$ cat src/fdc_ctrl_defs.svh
`ifndef FDC_CTRL_DEFS_SVH
`define FDC_CTRL_DEFS_SVH

// Host register addresses.
`define ADDR_OUTP       10'h002
`define ADDR_STAT_RSEL  10'h004
`define ADDR_DATA       10'h005
`define ADDR_RSEL_RB    10'h008
`define ADDR_COMPAT     10'h3F7

// Field positions.
`define RSEL_RST_BIT    7
`define RSEL_LP_BIT     6
`define RSEL_PRE_LSB    2
`define OUTP_RST_BIT    2

// Reset values.
`define RSEL_RST_VAL    7'h00
`define OUTP_RST_VAL    8'h00
`define RATE_RST_VAL    2'h0
`define STAT_BUSY       8'h00

// Data rate encodings.
`define RATE_500K       2'h0
`define RATE_300K       2'h1
`define RATE_250K       2'h2
`define RATE_1M         2'h3

// Pre-erase lead (38 and 19 bytes) and ID-to-data gap (22 and 41 bytes).
`define PREERASE_1M     8'h26
`define PREERASE_500K   8'h13
`define IDGAP_STD       8'h16
`define IDGAP_PERP      8'h29

// Timing.
`define CLK_PERIOD_NS   50
`define INIT_SETTLE_NS  1000
`define INIT_LIMIT_NS   2500
`define AUTO_LP_MS      500
`define OSC_STABLE_MS   2
`define BIT_NS_500K     2000
`define BIT_NS_300K     3333
`define BIT_NS_250K     4000
`define BIT_NS_1M       1000

`endif

$ cat src/fdc_ctrl_pkg.sv
package fdc_ctrl_pkg;

   typedef enum {
      PWR_INIT,
      PWR_RUN,
      PWR_LOW,
      PWR_WAKE
   } pwr_state_t;

   // Parameters set by the configure, lock, mode and perpendicular commands.
   typedef struct packed {
      logic       perpMode;
      logic       lockParams;
      logic       fifoEnable;
      logic [3:0] fifoThreshold;
      logic [7:0] precompStartTrack;
      logic       impliedSeek;
      logic       pollEnable;
      logic       fifoWriteSel;
      logic       fifoReadSel;
      logic       burstSel;
      logic       autoLpEn;
      logic       manualLp;
      logic       oscPowerdownCfg;
   } cfg_t;

   // Write context from the disk sequencer.
   typedef struct packed {
      logic       writeOp;
      logic       formatOp;
      logic [7:0] bytesToPreamble;
   } wr_ctx_t;

endpackage

$ cat src/fdc_rate_divider.sv
module fdc_rate_divider #(
   parameter int CNT_W = 8
) (
   // Clock and reset
   input  wire logic             mclk,
   input  wire logic             arst_n,
   // Control
   input  wire logic             run,
   input  wire logic [CNT_W-1:0] period,
   // Enable pulse
   output logic                  tick
);

   logic [CNT_W-1:0] cnt_r;

   // Reloading on each tick lets a new rate take hold at the next bit cell.
   always_ff @(posedge mclk or negedge arst_n) begin
      if (!arst_n) begin
         cnt_r <= '0;
         tick  <= 1'b0;
      end else if (!run) begin
         cnt_r <= '0;
         tick  <= 1'b0;
      end else if (cnt_r == '0) begin
         cnt_r <= period - CNT_W'(1);
         tick  <= 1'b1;
      end else begin
         cnt_r <= cnt_r - CNT_W'(1);
         tick  <= 1'b0;
      end
   end

endmodule // fdc_rate_divider

$ cat src/floppy_rate_power_reset_ctrl.sv
// Functional notes
// - Perpendicular writes raise write gate 38 bytes early at 1M, 19 at 500k.
// - Perpendicular format at 1M uses a 41 byte ID gap, otherwise 22.
// - Early write gate only for format and write data, never for reads.
// - Perpendicular mode adapts write parameters at 1M and 500k only; 300k and 250k get no lead.
// - Rate comes from the low two bits of the compatible rate register.
// - Rate select register low two bits set rate with the same encoding.
// - Last written rate wins; clocks and rate pins follow it.
// - Precompensation defaults at power-up; start track zero; both reprogrammable.
// - Low power always gates the controller clock; oscillator stops if configured.
// - Entering power-down clears the host-may-transfer flag.
// - Rate select bit 6 enters low power at once; reads 0 after exit.
// - Manual low power request is the OR of register bit and mode setting.
// - Auto low power enters power-down after the idle time, every idle entry.
// - Soft reset or data/status access wakes; access keeps all settings.
// - After wake, transfer flag stays 0 until the oscillator is stable.
// - Rate select, output and compatible rate registers survive power-down.
// - Hardware reset restores defaults: FIFO off, threshold 0, seeks off, polling on.
// - Rate select reset bit clears itself; output register reset bit holds.
// - With lock set, soft reset keeps FIFO, threshold, track, and mode FIFO/burst bits.
// - Status reads 00h after reset, then 80h within 2.5 us.
`include "fdc_ctrl_defs.svh"

module floppy_rate_power_reset_ctrl
   import fdc_ctrl_pkg::*;
#(
   parameter int AUTO_LP_CYCLES = (`AUTO_LP_MS * 1000000) / `CLK_PERIOD_NS,
   parameter int OSC_CYCLES     = (`OSC_STABLE_MS * 1000000) / `CLK_PERIOD_NS
) (
   // Clock and reset
   input  wire logic       mclk,
   input  wire logic       arst_n,
   // Host register port
   input  wire logic [9:0] hostAddr,
   input  wire logic       hostWrEn,
   input  wire logic       hostRdEn,
   input  wire logic [7:0] hostWData,
   output logic      [7:0] hostRData,
   // Command engine
   input  wire logic       cmdIdle,
   input  wire logic       cmdRqm,
   input  wire logic [6:0] cmdStatus,
   input  wire logic [7:0] dataRdIn,
   input  wire logic       cfgLoad,
   input  wire cfg_t       cfgIn,
   output cfg_t            cfgOut,
   output logic            dataWrStb,
   output logic            dataRdStb,
   output logic      [7:0] dataWrByte,
   output logic            ctrlReset,
   // Drive side
   input  wire wr_ctx_t    wrCtx,
   output logic            write_gate,
   output logic      [7:0] id_data_gap,
   output logic            rate_out_bit0,
   output logic            rate_out_bit1,
   output logic      [2:0] precompSel,
   output logic      [7:0] driveCtl,
   // Power and timing
   output logic            ctrlClkEn,
   output logic            oscStop,
   output logic            bitTick
);

   localparam int INIT_CYCLES = (`INIT_SETTLE_NS + `CLK_PERIOD_NS - 1) / `CLK_PERIOD_NS;
   localparam int INIT_MAX    = `INIT_LIMIT_NS / `CLK_PERIOD_NS;
   localparam int AUTO_W      = $clog2(AUTO_LP_CYCLES + 1);
   localparam int WAIT_W      = $clog2(OSC_CYCLES + INIT_CYCLES + 1);
   localparam int DIV_W       = 8;

   pwr_state_t        state_r, state_nxt;
   logic [6:0]        rsel_r;
   logic [7:0]        outp_r;
   logic [1:0]        rate_r;
   cfg_t              cfg_r;
   logic [WAIT_W-1:0] waitCnt_r;
   logic [AUTO_W-1:0] autoCnt_r;
   logic              lpReqPrev_r;
   logic              write_gate_r;
   logic [7:0]        statVal;
   logic [7:0]        leadBytes;
   logic [DIV_W-1:0]  divPeriod;
   logic              rselWrite, compatWrite, outpWrite, dataAcc, statRead;
   logic              softRst, lpReq, lpEnter, autoExpire, wakeAcc;

   // Address decode.
   always_comb begin
      rselWrite   = 1'b0;
      compatWrite = 1'b0;
      outpWrite   = 1'b0;
      statRead    = 1'b0;
      dataAcc     = 1'b0;
      if (hostAddr == `ADDR_STAT_RSEL) begin
         rselWrite = hostWrEn;
         statRead  = hostRdEn;
      end else if (hostAddr == `ADDR_COMPAT) begin
         compatWrite = hostWrEn;
      end else if (hostAddr == `ADDR_OUTP) begin
         outpWrite = hostWrEn;
      end else if (hostAddr == `ADDR_DATA) begin
         dataAcc   = hostWrEn | hostRdEn;
      end
   end

   // The rate select reset acts for one write only; the output register bit holds.
   assign softRst    = (rselWrite & hostWData[`RSEL_RST_BIT]) | outp_r[`OUTP_RST_BIT];
   assign lpReq      = rsel_r[`RSEL_LP_BIT] | cfg_r.manualLp;
   // Entry on the rising request avoids falling straight back asleep after a wake.
   assign lpEnter    = (lpReq & ~lpReqPrev_r) | autoExpire;
   assign autoExpire = cfg_r.autoLpEn && cmdIdle && (autoCnt_r == AUTO_W'(AUTO_LP_CYCLES - 1));
   assign wakeAcc    = dataAcc | statRead;

   always_comb begin
      state_nxt = state_r;
      case (state_r)
         PWR_INIT: if (waitCnt_r == WAIT_W'(INIT_CYCLES - 1)) state_nxt = PWR_RUN;
         PWR_RUN:  if (lpEnter) state_nxt = PWR_LOW;
         PWR_LOW:  if (wakeAcc) state_nxt = PWR_WAKE;
         PWR_WAKE: if (waitCnt_r == WAIT_W'(OSC_CYCLES - 1) || !cfg_r.oscPowerdownCfg) state_nxt = PWR_RUN;
         default:  state_nxt = PWR_INIT;
      endcase
      if (softRst) state_nxt = PWR_INIT;
   end

   always_ff @(posedge mclk or negedge arst_n) begin
      if (!arst_n) state_r <= PWR_INIT;
      else         state_r <= state_nxt;
   end

   always_ff @(posedge mclk or negedge arst_n) begin
      if (!arst_n)                                  waitCnt_r <= '0;
      else if (state_nxt != state_r || softRst)     waitCnt_r <= '0;
      else if (state_r == PWR_INIT || state_r == PWR_WAKE) waitCnt_r <= waitCnt_r + WAIT_W'(1);
   end

   // The idle time is counted on the reference clock, so it does not scale with rate.
   always_ff @(posedge mclk or negedge arst_n) begin
      if (!arst_n)                                                 autoCnt_r <= '0;
      else if (state_r != PWR_RUN || !cmdIdle || !cfg_r.autoLpEn || autoExpire) autoCnt_r <= '0;
      else                                                         autoCnt_r <= autoCnt_r + AUTO_W'(1);
   end

   always_ff @(posedge mclk or negedge arst_n) begin
      if (!arst_n) lpReqPrev_r <= 1'b0;
      else         lpReqPrev_r <= lpReq;
   end

   // Rate select register; leaving power-down clears only the low power bit.
   always_ff @(posedge mclk or negedge arst_n) begin
      if (!arst_n) begin
         rsel_r <= `RSEL_RST_VAL;
      end else if (rselWrite) begin
         rsel_r <= hostWData[6:0];
      end else if (state_r == PWR_LOW && state_nxt != PWR_LOW) begin
         rsel_r[`RSEL_LP_BIT] <= 1'b0;
      end
   end

   always_ff @(posedge mclk or negedge arst_n) begin
      if (!arst_n)        outp_r <= `OUTP_RST_VAL;
      else if (outpWrite) outp_r <= hostWData;
   end

   // Whichever rate register was written last sets the rate.
   always_ff @(posedge mclk or negedge arst_n) begin
      if (!arst_n)          rate_r <= `RATE_RST_VAL;
      else if (compatWrite) rate_r <= hostWData[1:0];
      else if (rselWrite)   rate_r <= hostWData[1:0];
   end

   // Command parameters, with lock retention across soft reset.
   always_ff @(posedge mclk or negedge arst_n) begin
      if (!arst_n) begin
         cfg_r            <= '0;
         cfg_r.pollEnable <= 1'b1;
      end else if (cfgLoad) begin
         cfg_r <= cfgIn;
      end else if (softRst) begin
         cfg_r            <= '0;
         cfg_r.pollEnable <= 1'b1;
         cfg_r.lockParams <= cfg_r.lockParams;
         if (cfg_r.lockParams) begin
            cfg_r.fifoEnable        <= cfg_r.fifoEnable;
            cfg_r.fifoThreshold     <= cfg_r.fifoThreshold;
            cfg_r.precompStartTrack <= cfg_r.precompStartTrack;
            cfg_r.fifoWriteSel      <= cfg_r.fifoWriteSel;
            cfg_r.fifoReadSel       <= cfg_r.fifoReadSel;
            cfg_r.burstSel          <= cfg_r.burstSel;
         end
      end
   end

   // Status shows 00h outside normal running, which also holds the transfer flag low.
   assign statVal = (state_r == PWR_RUN) ? {cmdRqm, cmdStatus} : `STAT_BUSY;

   always_ff @(posedge mclk or negedge arst_n) begin
      if (!arst_n) begin
         hostRData <= 8'h00;
      end else if (hostRdEn) begin
         if (hostAddr == `ADDR_STAT_RSEL)    hostRData <= statVal;
         else if (hostAddr == `ADDR_DATA)    hostRData <= (state_r == PWR_RUN) ? dataRdIn : 8'h00;
         else if (hostAddr == `ADDR_RSEL_RB) hostRData <= {1'b0, rsel_r};
         else if (hostAddr == `ADDR_OUTP)    hostRData <= outp_r;
         else                               hostRData <= 8'h00;
      end
   end

   // A data access that only wakes the controller is not passed on.
   assign dataWrStb  = hostWrEn && hostAddr == `ADDR_DATA && state_r == PWR_RUN;
   assign dataRdStb  = hostRdEn && hostAddr == `ADDR_DATA && state_r == PWR_RUN;
   assign dataWrByte = hostWData;
   assign ctrlReset  = (state_r == PWR_INIT);
   assign cfgOut     = cfg_r;

   assign ctrlClkEn  = (state_r != PWR_LOW);
   assign oscStop    = (state_r == PWR_LOW) && cfg_r.oscPowerdownCfg;

   // Pre-erase lead depends on rate; reads and conventional drives get none.
   always_comb begin
      leadBytes = 8'h00;
      if (cfg_r.perpMode && (wrCtx.writeOp || wrCtx.formatOp)) begin
         if (rate_r == `RATE_1M)        leadBytes = `PREERASE_1M;
         else if (rate_r == `RATE_500K) leadBytes = `PREERASE_500K;
      end
   end

   always_ff @(posedge mclk or negedge arst_n) begin
      if (!arst_n) write_gate_r <= 1'b0;
      else write_gate_r <= (wrCtx.writeOp || wrCtx.formatOp) && state_r == PWR_RUN
                           && wrCtx.bytesToPreamble <= leadBytes;
   end
   assign write_gate = write_gate_r;

   always_ff @(posedge mclk or negedge arst_n) begin
      if (!arst_n) id_data_gap <= `IDGAP_STD;
      else if (cfg_r.perpMode && rate_r == `RATE_1M) id_data_gap <= `IDGAP_PERP;
      else id_data_gap <= `IDGAP_STD;
   end

   always_ff @(posedge mclk or negedge arst_n) begin
      if (!arst_n) begin
         rate_out_bit0 <= 1'b0;
         rate_out_bit1 <= 1'b0;
         precompSel    <= 3'h0;
         driveCtl      <= 8'h00;
      end else begin
         rate_out_bit0 <= rate_r[0];
         rate_out_bit1 <= rate_r[1];
         precompSel    <= rsel_r[`RSEL_PRE_LSB +: 3];
         driveCtl      <= outp_r;
      end
   end

   // Bit-cell enable scales with the selected rate.
   always_comb begin
      case (rate_r)
         `RATE_300K: divPeriod = DIV_W'(`BIT_NS_300K / `CLK_PERIOD_NS);
         `RATE_250K: divPeriod = DIV_W'(`BIT_NS_250K / `CLK_PERIOD_NS);
         `RATE_1M:   divPeriod = DIV_W'(`BIT_NS_1M / `CLK_PERIOD_NS);
         default:    divPeriod = DIV_W'(`BIT_NS_500K / `CLK_PERIOD_NS);
      endcase
   end

   fdc_rate_divider #(.CNT_W(DIV_W)) rateDiv (
      .mclk   (mclk),
      .arst_n (arst_n),
      .run    (ctrlClkEn),
      .period (divPeriod),
      .tick   (bitTick)
   );
endmodule // floppy_rate_power_reset_ctrl

$ cat config.mk
export PLATFORM = sky130hd
export DESIGN_NAME = floppy_rate_power_reset_ctrl
export DESIGN_NICKNAME = d
export VERILOG_FILES = /design/src/fdc_ctrl_pkg.sv /design/src/fdc_rate_divider.sv /design/src/floppy_rate_power_reset_ctrl.sv
export VERILOG_INCLUDE_DIRS = /design/src
export SDC_FILE = /design/constraint.sdc
export NUM_CORES = 1
export LEC_CHECK = 0
export BUFFER_PORTS_ARGS = -buffer_cell sky130_fd_sc_hd__buf_4
export CAP_MARGIN = 0
export CORE_UTILIZATION = 45
export DETAILED_ROUTE_END_ITERATION = 10
export PLACE_DENSITY_LB_ADDON = 0.08
export SETUP_SLACK_MARGIN = 0.3
export SLEW_MARGIN = 20
export SYNTH_ARGS = -nofsm -noshare
export SYNTH_HDL_FRONTEND = slang
export SYNTH_SLANG_ARGS = --single-unit
$ cat constraint.sdc
create_clock -name mclk -period 3.1 [get_ports mclk]
set_input_delay 0.93 -clock mclk [delete_from_list [all_inputs] [get_ports mclk]]
set_output_delay 0.93 -clock mclk [all_outputs]
set_load 0.005 [all_outputs]
==> results_dict.tcl <==
set metrics [dict create \
    outcome "finished, final reports clean" \
    fmaxAchievable_ghz 0.330 \
    ys_async_sr_fraction_pct 100 \
    worst_path_max_fanout 3 \
    vdd_ir_drop_max_uv 400 \
    largest_delay_contributor_family_on_the_critical_path "simple AND/OR/NAND/NOR gates" \
    internal_pwr_total_uw 3550 \
    synthXorXnorAreaFrac_pct 5.33 \
    combinational_family_with_the_most_area_after_synthesis "simple AND/OR/NAND/NOR gates" \
    final_util_pct 61.5 \
    clkSinkCount 146 \
    floorplan.io_pins 140 \
    syn_avg_cell_area_sq_um 11.3 \
    cts_tree "built" \
    synth_edf_count 0 \
    power.density_nw_per_um2 534 \
    seq_area_frac_synth_pct 55.6 \
    placement_rows 43 \
    power.combinational.fraction_pct 7.9 \
    yosys_most_used_dff "dfrtp_1" \
    area_share_of_fa_ha_maj_cells_after_synthesis_pct 2.28 \
    cts_max_path_buffers 2 \
    cap_viol_max_count 0 \
    critical_path_required_ns 2.17 \
    total_number_of_vias 4899 \
    grt.total_usage_pct 21.3 \
    worst_min_path_start "outp_r[3]" \
    crit_buf_inv 1 \
    syn_inst 581 \
    synthSimpleGateAreaFrac_pct 21.2 \
    critPathArrivalTime_ns 2.10 \
    final_hold_viol_count 0 \
    numPortBuffers 137 \
    holdPathEnd "driveCtl[3]" \
    drv_slew 0 \
    critPathCaptureType "output port" \
    grt_max_degree 61 \
    drt_first_pass_iters 4 \
    clock_tree.root_cell "clkbuf_16" \
    min-delay-path-class "reg2reg" \
    worst_setup_hold_path_clk_slew_ns 0.06 \
    synth_cell_types 60 \
    detail_route.wl_per_cell_microns 15.6 \
    worst-slew-pin-transition_ns 0.639 \
    final_weighted_congestion_in_routability_driven_placement 0.822 \
    post-place-ws_ns 0.0473 \
    synth_warnings 0 \
    drt_wl_total_microns 14800 \
    power.share.clock_pct 46.8 \
    reg2reg_slack_ns 0.58 \
    fin_ws_ns 0.0658 \
    core_area_sq_um 14000 \
    cts_made_buffers 17 \
    remaining_drcs 0 \
    layout_min_cycle_time_ns 3.03 \
    nNetsFinal 844 \
    fin_worst_skew_ns 0.0118 \
    cpPeakStageDelay_ns 0.39 \
    clock_tree.htree_level_count 4 \
    gr-total-overflow 0 \
    seq_power_share_pct 45.3 \
    grt_setup_unrepaired "yes" \
    worst_hold_slack_ns 0.404 \
    crit-reg2reg-launch "state_r[14]" \
    synth.area.mux_share_pct 3.52 \
    r2r-end "hostRData[2]" \
    holdPathStages 0 \
    crit_path_cells "nor4_4 > nand4_2 > or3_4 > nor2_4 > and2_1 > buf_4" \
    synth_compound_gate_area_share_pct 8.32 \
    non_filler_cells_in_the_finished_layout 951 \
    p_leak_uw 0.00399 \
    slowest_library_cell_on_the_worst_path "dfrtp_1" \
    detailedRoute.firstIterationViolations 261 \
    r2r.worst_path.cells 11 \
    final_worst_path_cycle_share_pct 97.9 \
    initial_core_util_pct 46.8 \
    place_inst 912 \
    die_width_microns 123 \
    clkLatencyLatePin_ns 0.42 \
    global_route_wire_length_before_repair_microns 24200 \
    post_synth_instance_area_sq_um 6570 \
    die_outline_area_sq_um 15100 \
    routed_via_density 5.15 \
    path_class "reg2out" \
    setup-violations-final 0 \
    final_antenna_net_count 0 \
    antenna_cells 0 \
    number_of_antenna_violations_at_the_first_check_in_global_routing 0 \
    sw_frac_of_total_pct 22.9 \
    crit_path_start_kind "flop" \
    synth_seq_cells 146 \
    area_growth_pct 31.4 \
    timing.max_slew.rel_slack_pct 57.3 \
    vias_in_the_first_global_route 4962 \
    switching_power_uw 1060 \
    post-dp-hpwl_microns 10700 \
    layout-drive-gt1-share_pct 32.0 \
    vertical_die_dimension_microns 123 \
]
## repair_timing
| item | in CTS | in global routing |
|---|---|---|
| buffers inserted | 7 | 1 |
| pin swaps | 6 | 1 |
| resized for setup | 11 | 0 |
| endpoints found under the hold margin | 0 | 0 |
| hold buffers | 0 | 0 |
| setup endpoints to repair | 5 | 5 |
## per-stage QoR
| stage | setup TNS (ns) | instance area [sq um] | power (uW) |
|---|---|---|---|
| global route | -0.113 | 8640 | 4800 |
| CTS | 0 | 8630 | 4670 |
| floorplan | 0 | 6690 | 2250 |
| finish | 0 | 8640 | 4610 |
| detailed placement | 0 | 7880 | 2480 |
| global placement | 0 | 7880 | 2470 |
## layer usage
metal | wire, microns | global-route usage, %
met1 | 6310 | 26.6
met5 | 0 | 0
met4 | 243 | 7.62
met2 | 7370 | 34.8
met3 | 902 | 6.64
## synth_stat cells (4+ instances only)
master	n	share of area, %
nor3_1	15	1.1
nand4_1	11	1.0
or3_1	5	0.48
nor2_1	78	4.5
and3_1	8	0.76
nand2b_1	4	0.38
xnor2_1	22	2.9
mux2_4	8	1.8
xor2_1	18	2.4
nor4_1	5	0.48
nor3_2	5	0.76
a22o_1	16	2.1
clkbuf_1	9	0.51
and4_1	5	0.67
ha_1	12	2.3
mux2_2	9	1.5
nand3_1	22	1.7
nor3b_1	4	0.46
buf_4	16	1.8
inv_1	15	0.86
buf_2	6	0.46
a21oi_1	27	2.1
o21ai_0	12	0.91
nand2_1	34	1.9
nor2b_1	5	0.48
nor4_2	11	2.1
a221o_1	7	1.1
dfrtp_1	144	55
## state kept, by name (all words and copies together) (netlist names)
register       flops
state_r           32
autoCnt_r         24
cfgOut            23
waitCnt_r         16
driveCtl           8
hostRData          8
outp_r             8
rateDiv.cnt_r      8
rsel_r             7
precompSel         3
id_data_gap        2
rate_r             2
lpReqPrev_r        1
rateDiv.tick       1
rate_out_bit0      1
rate_out_bit1      1
write_gate         1
## layout make-up
cell class	count	area, sq um
Timing Repair Buffer	159	1220
Tap cell	180	225
Multi-Input combinational cell	420	2850
Clock buffer	17	425
Inverter	15	56.3
Clock inverter	14	204
Fill cell	1154	5410
Sequential cell	146	3660
## power groups by stage
stage / Combinational (uW) / Clock, uW / Sequential [uW]
2_1_floorplan: 147 / 0 / 2100
3_3_place_gp: 358 / 0 / 2110
3_5_place_dp: 369 / 0 / 2110
4_1_cts: 369 / 2210 / 2090
5_1_grt: 408 / 2290 / 2100
6_report: 364 / 2160 / 2090
## kinds of logic after synthesis
family,Yosys count
XOR/XNOR,40
other,1
AO/OA/AOI/OAI,76
adder cells (fa/ha/maj),12
flip-flops,146
multiplexers,18
buffers and inverters,46
AND/OR/NAND/NOR,242
## cell usage in the layout, fill, tap and decap left out, types with 5 or more instances in the layout
cell       count
and3_1         8
a21oi_1       27
nor3_2         7
a221o_1        7
mux2_4         8
o21ai_0       12
dfrtp_1      144
and4_1         5
nor4_4         5
nand2_1       34
mux2_2         9
a22o_1        16
clkbuf_16     17
nor3_1        13
ha_1          12
nor4_2         7
nor2_1        77
inv_1         15
conb_1        32
buf_4        155
nor2b_1        5
xor2_1        18
nand3_1       22
xnor2_1       22
nor4_1         5
nand4_1       11
## how the worst max path moves through the flow
stage                     start         to  slack [ns]  cells past startpoint
finish              state_r[14]    oscStop        0.07                      6
global route        state_r[14]    oscStop       -0.05                      6
CTS                 state_r[24]    oscStop        0.05                      6
detailed placement  hostAddr[7]  dataRdStb        0.05                      6
global placement    hostAddr[7]  dataRdStb        0.12                      6
floorplan           state_r[11]    oscStop        0.41                      6
No activity file was read; power rests on OpenSTA's default activity.
